[src/hw/aoc_pkg.sv]
// package: register map, field layout and types of the angle output clamp
package aoc_pkg;

    // register indices as printed; byte address is four times the index
    localparam logic [3:0]  IDX_LOWER_LIMIT  = 4'hA;
    localparam logic [3:0]  IDX_UPPER_LIMIT  = 4'hB;
    localparam logic [3:0]  IDX_SWITCH_SCALE = 4'hE;
    // status and transfer registers
    localparam logic [3:0]  IDX_ANGLE_IN     = 4'h0;
    localparam logic [3:0]  IDX_OUTPUT_CODE  = 4'h1;
    localparam logic [3:0]  IDX_STATUS       = 4'h2;
    localparam logic [3:0]  IDX_CONTROL      = 4'h3;

    // field layout
    localparam int          DAC_W            = 13;
    localparam int          ANGLE_W          = 16;
    localparam int          SW_ANGLE_LSB     = 6;
    localparam int          SW_ANGLE_W       = 10;
    localparam int          SCALE_HI_W       = 6;

    // dac code limits
    localparam logic [12:0] LOWER_RESERVED_MAX = 13'h00FF;
    localparam logic [12:0] UPPER_VALID_MIN    = 13'h0100;
    localparam logic [12:0] UPPER_VALID_MAX    = 13'h1300;
    localparam logic [12:0] DAC_FULL_SCALE     = 13'h1400;

    // reset values of the configuration words
    localparam logic [15:0] RST_LOWER_LIMIT  = 16'h0100;
    localparam logic [15:0] RST_UPPER_LIMIT  = 16'h1300;
    localparam logic [15:0] RST_SWITCH_SCALE = 16'hFFC1;
    localparam logic [15:0] RST_CONTROL      = 16'h0000;

    // axi answer codes
    localparam logic [1:0]  RESP_OKAY        = 2'h0;
    localparam logic [1:0]  RESP_SLVERR      = 2'h2;

    // configuration carried to the transfer stage
    typedef struct packed {
        logic [12:0] lower_code;
        logic [12:0] upper_code;
        logic [9:0]  switch_angle;
        logic        falling;
    } aoc_cfg_s;

    // result of the transfer stage
    typedef struct packed {
        logic [12:0] code;
        logic        switched;
        logic        limited;
    } aoc_out_s;

    // slave write states
    typedef enum logic [2:0] {
        WR_IDLE = 3'b001,
        WR_RESP = 3'b010,
        WR_HOLD = 3'b100
    } aoc_wr_e;

endpackage : aoc_pkg

[src/hw/aoc_transfer.sv]
// transfer stage: angle to clamped output dac code
`timescale 1ns/1ps
`default_nettype none
module aoc_transfer
(
    // clock and reset
    input  wire logic            aclk,
    input  wire logic            aresetn,
    // configuration and measured angle
    input  wire aoc_pkg::aoc_cfg_s cfg,
    input  wire logic [15:0]     angle,
    input  wire logic [12:0]     raw_code,
    // registered result
    output aoc_pkg::aoc_out_s    result
);

    // angle folded by slope direction
    logic [15:0] angle_eff;
    // top ten bits compared against the switch angle
    logic [9:0]  angle_top;
    logic        beyond;
    logic        below_lo;
    logic        above_hi;
    logic [12:0] next_code;

    // falling slope mirrors the angle so one compare serves both
    assign angle_eff = cfg.falling ? ~angle : angle;
    assign angle_top = angle_eff[15:6];
    assign beyond    = angle_top > cfg.switch_angle;
    assign below_lo  = raw_code < cfg.lower_code;
    assign above_hi  = raw_code > cfg.upper_code;

    assign next_code = beyond   ? cfg.lower_code :
                       below_lo ? cfg.lower_code :
                       above_hi ? cfg.upper_code : raw_code;

    // result register, one cycle latency
    always_ff @(posedge aclk)
    begin
        if (!aresetn)
        begin
            result <= '0;
        end
        else
        begin
            result.code     <= next_code;
            result.switched <= beyond;
            result.limited  <= !beyond && (below_lo || above_hi);
        end
    end

endmodule : aoc_transfer
`default_nettype wire

[src/hw/aoc_scale.sv]
// scale stage: angle times multiplier plus lower clamp code
`timescale 1ns/1ps
`default_nettype none
module aoc_scale
(
    // clock and reset
    input  wire logic        aclk,
    input  wire logic        aresetn,
    // operands
    input  wire logic [15:0] angle,
    input  wire logic [5:0]  scale_high,
    input  wire logic [12:0] lower_code,
    // registered raw code, saturated to 13 bits
    output logic [12:0]      raw_code
);

    // multiplier 6.1 fixed point high part; angle spans 2^16 per 180 deg
    // code = lower + angle*mult*8192/65536 ; mult lsb is 2^-1 here
    logic [21:0] product;
    logic [18:0] offset;
    logic [19:0] sum;
    logic [12:0] next_raw;

    assign product  = angle * scale_high;
    assign offset   = product[21:3] >> 1;
    assign sum      = {1'b0, offset} + {7'h00, lower_code};
    // saturate rather than wrap; the clamp stage bounds it anyway
    assign next_raw = (sum > 20'h01FFF) ? 13'h1FFF : sum[12:0];

    // raw code register
    always_ff @(posedge aclk)
    begin
        if (!aresetn)
        begin
            raw_code <= '0;
        end
        else
        begin
            raw_code <= next_raw;
        end
    end

endmodule : aoc_scale
`default_nettype wire

[src/hw/aoc_top.sv]
// top: axi4-lite register bank of the angle output clamp
// Functional notes
// - lower limit: 13-bit code, bits 12..0
// - unused top bits written zero, read zero
// - upper limit: 13-bit code, range 256-4864
// - code 5120 equals full supply
// - scale high bits in 5..0 of word E
// - switch angle in bits 15..6 of word E
// - beyond switch angle output goes lower clamp
`timescale 1ns/1ps
`default_nettype none
module aoc_top
(
    // clock and reset
    input  wire logic        aclk,
    input  wire logic        aresetn,
    // axi write address
    input  wire logic [7:0]  s_axi_awaddr,
    input  wire logic        s_axi_awvalid,
    output logic             s_axi_awready,
    // axi write data
    input  wire logic [31:0] s_axi_wdata,
    input  wire logic [3:0]  s_axi_wstrb,
    input  wire logic        s_axi_wvalid,
    output logic             s_axi_wready,
    // axi write response
    output logic [1:0]       s_axi_bresp,
    output logic             s_axi_bvalid,
    input  wire logic        s_axi_bready,
    // axi read address
    input  wire logic [7:0]  s_axi_araddr,
    input  wire logic        s_axi_arvalid,
    output logic             s_axi_arready,
    // axi read data
    output logic [31:0]      s_axi_rdata,
    output logic [1:0]       s_axi_rresp,
    output logic             s_axi_rvalid,
    input  wire logic        s_axi_rready,
    // measured angle from the angle computer
    input  wire logic [15:0] field_angle,
    // dac drive
    output logic [12:0]      dac_code,
    output logic             dac_switched
);

    // configuration words
    logic [15:0] lower_output_limit;
    logic [15:0] upper_output_limit;
    logic [15:0] switch_angle_and_scale_high;
    logic [15:0] control;
    // captured write halves
    logic [7:0]  aw_addr;
    logic        aw_held;
    logic [31:0] w_data;
    logic [3:0]  w_strb;
    logic        w_held;
    // write state
    aoc_pkg::aoc_wr_e wr_state;
    aoc_pkg::aoc_wr_e next_wr_state;
    // read side
    logic [31:0] read_word;
    logic        read_ok;
    // stage links
    logic [12:0] raw_code;
    aoc_pkg::aoc_cfg_s cfg;
    aoc_pkg::aoc_out_s result;
    // strike counter of rejected writes
    logic [7:0]  reject_count;

    // word index decode from a byte address
    function automatic logic [3:0] word_index(input logic [7:0] addr);
        word_index = addr[5:2];
    endfunction : word_index

    // mapped-address check, used by both paths
    function automatic logic is_mapped(input logic [7:0] addr);
        logic [3:0] idx;
        idx = word_index(addr);
        is_mapped = (addr[7:6] == 2'b00) && (addr[1:0] == 2'b00) &&
                    ((idx == aoc_pkg::IDX_LOWER_LIMIT)  ||
                     (idx == aoc_pkg::IDX_UPPER_LIMIT)  ||
                     (idx == aoc_pkg::IDX_SWITCH_SCALE) ||
                     (idx == aoc_pkg::IDX_ANGLE_IN)     ||
                     (idx == aoc_pkg::IDX_OUTPUT_CODE)  ||
                     (idx == aoc_pkg::IDX_STATUS)       ||
                     (idx == aoc_pkg::IDX_CONTROL));
    endfunction : is_mapped

    // write decode
    logic [3:0]  w_idx;
    logic        w_mapped;
    logic        w_fire;
    logic [15:0] w_lo16;
    logic        w_lanes;
    logic        w_lower_bad;
    logic        w_upper_bad;
    logic        w_commit;

    assign w_idx    = word_index(aw_addr);
    assign w_mapped = is_mapped(aw_addr);
    assign w_fire   = (wr_state == aoc_pkg::WR_IDLE) && aw_held && w_held;
    assign w_lanes  = w_strb[1:0] == 2'b11;
    // top bits forced to zero on store
    assign w_lo16   = {3'b000, w_data[12:0]};
    assign w_lower_bad = (w_idx == aoc_pkg::IDX_LOWER_LIMIT) &&
                         (w_data[12:0] <= aoc_pkg::LOWER_RESERVED_MAX);
    assign w_upper_bad = (w_idx == aoc_pkg::IDX_UPPER_LIMIT) &&
                         ((w_data[12:0] < aoc_pkg::UPPER_VALID_MIN) ||
                          (w_data[12:0] > aoc_pkg::UPPER_VALID_MAX));
    assign w_commit = w_fire && w_mapped && w_lanes &&
                      !w_lower_bad && !w_upper_bad;

    // channel readies: each half accepted once, in either order
    assign s_axi_awready = !aw_held && (wr_state == aoc_pkg::WR_IDLE);
    assign s_axi_wready  = !w_held && (wr_state == aoc_pkg::WR_IDLE);

    // write state sequencing
    always_comb
    begin
        next_wr_state = wr_state;
        case (wr_state)
            aoc_pkg::WR_IDLE: if (w_fire) next_wr_state = aoc_pkg::WR_RESP;
            aoc_pkg::WR_RESP:
                if (s_axi_bready) next_wr_state = aoc_pkg::WR_IDLE;
            default:          next_wr_state = aoc_pkg::WR_IDLE;
        endcase
    end

    // capture of address and data halves
    always_ff @(posedge aclk)
    begin
        if (!aresetn)
        begin
            aw_held <= 1'b0;
            aw_addr <= 8'h00;
            w_held  <= 1'b0;
            w_data  <= 32'h0000_0000;
            w_strb  <= 4'h0;
        end
        else
        begin
            if (s_axi_awvalid && s_axi_awready)
            begin
                aw_held <= 1'b1;
                aw_addr <= s_axi_awaddr;
            end
            else if (w_fire)
            begin
                aw_held <= 1'b0;
            end
            if (s_axi_wvalid && s_axi_wready)
            begin
                w_held <= 1'b1;
                w_data <= s_axi_wdata;
                w_strb <= s_axi_wstrb;
            end
            else if (w_fire)
            begin
                w_held <= 1'b0;
            end
        end
    end

    // write response and state
    always_ff @(posedge aclk)
    begin
        if (!aresetn)
        begin
            wr_state     <= aoc_pkg::WR_IDLE;
            s_axi_bvalid <= 1'b0;
            s_axi_bresp  <= aoc_pkg::RESP_OKAY;
        end
        else
        begin
            wr_state <= next_wr_state;
            if (w_fire)
            begin
                s_axi_bvalid <= 1'b1;
                s_axi_bresp  <= w_commit ? aoc_pkg::RESP_OKAY
                                         : aoc_pkg::RESP_SLVERR;
            end
            else if (s_axi_bready)
            begin
                s_axi_bvalid <= 1'b0;
            end
        end
    end

    // configuration storage
    always_ff @(posedge aclk)
    begin
        if (!aresetn)
        begin
            lower_output_limit          <= aoc_pkg::RST_LOWER_LIMIT;
            upper_output_limit          <= aoc_pkg::RST_UPPER_LIMIT;
            switch_angle_and_scale_high <= aoc_pkg::RST_SWITCH_SCALE;
            control                     <= aoc_pkg::RST_CONTROL;
        end
        else if (w_commit)
        begin
            if (w_idx == aoc_pkg::IDX_LOWER_LIMIT)
                lower_output_limit <= w_lo16;
            else if (w_idx == aoc_pkg::IDX_UPPER_LIMIT)
                upper_output_limit <= w_lo16;
            else if (w_idx == aoc_pkg::IDX_SWITCH_SCALE)
                switch_angle_and_scale_high <= w_data[15:0];
            else if (w_idx == aoc_pkg::IDX_CONTROL)
                control <= {15'h0000, w_data[0]};
        end
    end

    // refused-write counter, saturating; shows misuse by the host
    always_ff @(posedge aclk)
    begin
        if (!aresetn)
            reject_count <= 8'h00;
        else if (w_fire && !w_commit && (reject_count != 8'hFF))
            reject_count <= reject_count + 8'h01;
    end

    // read decode
    logic [3:0] r_idx;
    assign r_idx   = word_index(s_axi_araddr);
    assign read_ok = is_mapped(s_axi_araddr);
    assign s_axi_arready = !s_axi_rvalid;

    // top bits read back as zero
    assign read_word =
        (r_idx == aoc_pkg::IDX_LOWER_LIMIT)  ? {16'h0000, lower_output_limit} :
        (r_idx == aoc_pkg::IDX_UPPER_LIMIT)  ? {16'h0000, upper_output_limit} :
        (r_idx == aoc_pkg::IDX_SWITCH_SCALE) ?
            {16'h0000, switch_angle_and_scale_high} :
        (r_idx == aoc_pkg::IDX_ANGLE_IN)     ? {16'h0000, field_angle} :
        (r_idx == aoc_pkg::IDX_OUTPUT_CODE)  ? {19'h00000, result.code} :
        (r_idx == aoc_pkg::IDX_STATUS)       ?
            {22'h000000, reject_count, result.limited, result.switched} :
        (r_idx == aoc_pkg::IDX_CONTROL)      ? {16'h0000, control} :
        32'h0000_0000;

    // read answer, one cycle after the address is taken
    always_ff @(posedge aclk)
    begin
        if (!aresetn)
        begin
            s_axi_rvalid <= 1'b0;
            s_axi_rdata  <= 32'h0000_0000;
            s_axi_rresp  <= aoc_pkg::RESP_OKAY;
        end
        else if (s_axi_arvalid && s_axi_arready)
        begin
            s_axi_rvalid <= 1'b1;
            s_axi_rdata  <= read_ok ? read_word : 32'h0000_0000;
            s_axi_rresp  <= read_ok ? aoc_pkg::RESP_OKAY
                                    : aoc_pkg::RESP_SLVERR;
        end
        else if (s_axi_rready)
        begin
            s_axi_rvalid <= 1'b0;
        end
    end

    // transfer configuration: limit codes, switch angle field of word E, slope bit
    assign cfg.lower_code   = lower_output_limit[12:0];
    assign cfg.upper_code   = upper_output_limit[12:0];
    assign cfg.switch_angle =
        switch_angle_and_scale_high[15:aoc_pkg::SW_ANGLE_LSB];
    assign cfg.falling      = control[0];

    // scale high bits feed the multiplier
    aoc_scale u_scale
    (
        .aclk       (aclk),
        .aresetn    (aresetn),
        .angle      (field_angle),
        .scale_high (switch_angle_and_scale_high[5:0]),
        .lower_code (lower_output_limit[12:0]),
        .raw_code   (raw_code)
    );

    // clamp and switch stage
    aoc_transfer u_transfer
    (
        .aclk     (aclk),
        .aresetn  (aresetn),
        .cfg      (cfg),
        .angle    (field_angle),
        .raw_code (raw_code),
        .result   (result)
    );

    // dac outputs from the registered result
    assign dac_code     = result.code;
    assign dac_switched = result.switched;

endmodule : aoc_top
`default_nettype wire

[config.mk]
export PLATFORM = sky130hd
export DESIGN_NAME = aoc_top
export DESIGN_NICKNAME = d
export VERILOG_FILES = /design/src/hw/aoc_pkg.sv /design/src/hw/aoc_transfer.sv /design/src/hw/aoc_scale.sv /design/src/hw/aoc_top.sv
export SDC_FILE = /design/constraint.sdc
export NUM_CORES = 1
export LEC_CHECK = 0
export BUFFER_PORTS_ARGS = -buffer_cell sky130_fd_sc_hd__buf_2
export CAP_MARGIN = 10
export CORE_ASPECT_RATIO = 2
export CORE_UTILIZATION = 40
export CTS_CLUSTER_SIZE = 10
export DETAILED_ROUTE_END_ITERATION = 10
export PLACE_DENSITY_LB_ADDON = 0.25
export SLEW_MARGIN = 20
export SYNTH_ARGS = -nofsm -noshare
export SYNTH_HDL_FRONTEND = slang
export SYNTH_SLANG_ARGS = --single-unit
[constraint.sdc]
create_clock -name aclk -period 7.1 [get_ports aclk]
set_clock_uncertainty 0.05 [all_clocks]
set_input_delay 0.355 -clock aclk [delete_from_list [all_inputs] [get_ports aclk]]
set_output_delay 0.355 -clock aclk [all_outputs]
set_load 0.005 [all_outputs]
==> flow_summary.json <==
{
  "outcome": "complete, no violations",
  "relSlewSlack_pct": 42.39,
  "fin_nets": 1493,
  "place_ws_ns": 0.6999,
  "p_int_mw": 1.412,
  "synth-async-reset-ratio_pct": 0,
  "r2r_end": "u_scale.raw_code[12]",
  "end_kind": "flop",
  "drive_above_1_share_pct": 11.74,
  "hold_violations": 0,
  "grt_max_degree": 72,
  "drt_first_pass_iters": 5,
  "h-tree-depth": 4,
  "finalHoldWorstSlack_ns": 0.1170,
  "io_buffers": 93,
  "whs_path_depth": 2,
  "initial_utilization_pct": 40.59,
  "io_pins": 130,
  "drc_errors": 0,
  "synth_area_sq_um": 10370,
  "cp_max_fo": 13,
  "hp-start": "s_axi_arvalid",
  "comb_power_share_pct": 13.1,
  "synth_cell_types": 73,
  "p_sw_share_pct": 26.66,
  "path_clk_slew_ns": 0.05,
  "fin_util_pct": 45.08,
  "wirelength_microns": 32040,
  "synth_edf_count": 0,
  "grt_pass1_wl_microns": 50030,
  "setup_slack_ns": 0.6018,
  "reg2reg_depth": 23,
  "overflow": 0,
  "fmax_ghz": 0.1539,
  "hpwl_microns": 25950,
  "post-route-period-util_pct": 91.52,
  "antenna_found_initial": 0,
  "diodes": 0,
  "seq_area_frac_synth_pct": 24.91,
  "min_period_ns": 6.498,
  "finalSetupViolCount": 0,
  "cts_resized": 0,
  "die_w_microns": 115.8,
  "antenna_left": 0,
  "routabilityCongestion": 0.9160,
  "cp.required_ns": 7.42,
  "cts-root-buf": "clkbuf_16",
  "insertion_delay_ns": 0.43,
  "clk_path_buf_depth": 2,
  "hold_class": "in -> reg",
  "synth_top_flop_cell": "dfxtp_1",
  "r2r-start": "switch_angle_and_scale_high[4]",
  "route.vias.total": 8692,
  "tns_ns": 0,
  "p_per_area_nw_per_um2": 167.2,
  "synthCells": 1225,
  "clock_power_share_pct": 46.0,
  "viasPerCell": 5.316,
  "grtUsageTotal_pct": 25.69,
  "p_sw_uw": 513.4,
  "maxSlewViolCount": 0,
  "first_global_vias": 8916,
  "clock-sinks": 129,
  "maxCapViolCount": 0,
  "fp-row-count": 83,
  "rsz0062_at_grt": "false",
  "ys_ff_latch": 129,
  "cts_tree": "built",
  "synth.yosys.warnings": 0,
  "core_area_sq_um": 25550,
  "whs_endpoint": "s_axi_rvalid",
  "drtIter0Drc": 449,
  "tightest_slew_ns": 0.8642,
  "cp.arrival_ns": 6.82,
  "peakVddDrop_v": 0.0001988,
  "placed_cell_area_sq_um": 10930,
  "area_growth_pct": 11.08,
  "avgSynthCellArea_sq_um": 8.464,
  "cts_hold_repair.buffers": 0,
  "die_h_microns": 229.7,
  "wl_per_cell_microns": 19.60,
  "final_cell_area_sq_um": 11520,
  "dieArea_sq_um": 26610,
  "setup.worst_path.class": "reg -> reg",
  "cts_buffers": 17,
  "ff2ff_setup_slack_ns": 0.60,
  "p_leak_nw": 5.266,
  "post-cts-setup-buffers": 0,
  "p_seq_share_pct": 41.0,
  "cp-start-kind": "flop"
}
[state kept, by name (all words and copies together) (netlist names), 2 cells and up]
name / cells
switch_angle_and_scale_high: 16
aw_addr: 8
u_transfer.result: 15
w_data: 16
reject_count: 8
upper_output_limit: 13
s_axi_rdata: 16
wr_state: 2
w_strb: 2
u_scale.raw_code: 13
lower_output_limit: 13
[power groups by stage]
stage	logic, mW	clock network (mW)	registers [mW]
after global routing	0.280	0.934	0.791
final	0.252	0.885	0.789
after detailed placement	0.252	0	0.804
after floorplan	0.179	0	0.785
after global placement	0.250	0	0.804
after CTS	0.254	0.903	0.789
[worst max path at each step]
stage	startpoint	to	slack (ns)	depth (start not counted)
finish	switch_angle_and_scale_high[4]	u_scale.raw_code[12]	0.60	23
global route	switch_angle_and_scale_high[4]	u_scale.raw_code[12]	0.14	23
CTS	switch_angle_and_scale_high[4]	u_scale.raw_code[12]	0.66	23
detailed placement	switch_angle_and_scale_high[4]	u_scale.raw_code[6]	0.70	23
global placement	switch_angle_and_scale_high[4]	u_scale.raw_code[3]	0.76	23
floorplan	switch_angle_and_scale_high[4]	u_scale.raw_code[10]	1.10	27
[cell families (layout without fill, tap and decap cells)]
family	Yosys count	count (layout)	synth area share, %
XOR/XNOR	41	41	3.463
AND/OR/NAND/NOR	417	417	20.77
multiplexers	40	40	4.030
AO/OA/AOI/OAI	264	264	17.39
adder cells (fa/ha/maj)	135	135	20.49
other	1	18	0.03617
buffers and inverters	198	251	8.918
flip-flops	129	129	24.91
[area by class of cell]
| type | instances | area, sq um |
|---|---|---|
| sequential | 129 | 2582 |
| inverter | 113 | 424.2 |
| clock buffer | 22 | 454.2 |
| timing repair buffer | 107 | 573.1 |
| tap | 340 | 425.4 |
| multi-input combinational | 915 | 6925 |
| clock inverter | 9 | 132.6 |
| fill | 2671 | 14030 |
[layout by cell type (no fill, tap or decap), drive strengths merged, types with 24 or more instances in the layout]
| master | n |
|---|---|
| mux2i | 35 |
| o211ai | 24 |
| a21boi | 36 |
| o21ai | 63 |
| dfxtp | 129 |
| inv | 114 |
| and2 | 108 |
| buf | 107 |
| a21oi | 41 |
| nand2 | 165 |
| nor2b | 33 |
| ha | 77 |
| fa | 58 |
| nor2 | 26 |
[worst max-delay path: stages, from the launching register on]
cell,delay [ns]
dfxtp_1,0.50
buf_4,0.26
nand2_1,0.09
fa_1,0.49
fa_1,0.54
inv_1,0.06
fa_1,0.49
ha_1,0.37
nand4_1,0.11
o21ai_1,0.29
a31oi_1,0.15
o21ai_0,0.40
a21o_1,0.18
a21oi_1,0.07
xnor2_1,0.35
ha_1,0.39
a21oi_1,0.22
nor2_1,0.08
a41oi_1,0.15
o21ai_0,0.11
and2b_1,0.17
and4_1,0.20
o21ai_2,0.48
o21a_1,0.22
[routing by layer]
metal  global-route usage, %  part of all wire (%)
met3                   2.794                   2.6
met1                   25.37                    35
met5                       0                     0
met2                   46.86                    54
met4                   20.95                   8.7
[per-stage QoR]
stage               power [mW]  instances
global placement         1.054       1604
floorplan               0.9642       1242
CTS                      1.946       1635
global route             2.006       1635
detailed placement       1.057       1604
finish                   1.926       1635
[synth_stat cells, types with 35 or more instances]
| library cell | instances | area share [%] |
|---|---|---|
| fa_1 | 58 | 11 |
| dfxtp_1 | 129 | 25 |
| nand2_1 | 165 | 6.0 |
| mux2i_1 | 35 | 3.4 |
| o21ai_0 | 59 | 2.8 |
| ha_1 | 77 | 9.3 |
| a21boi_0 | 36 | 2.6 |
| buf_4 | 36 | 2.6 |
| and2_1 | 107 | 6.5 |
| clkbuf_1 | 39 | 1.4 |
| a21oi_1 | 41 | 2.0 |
| inv_1 | 113 | 4.1 |
Power figures use the tool's default switching activity.
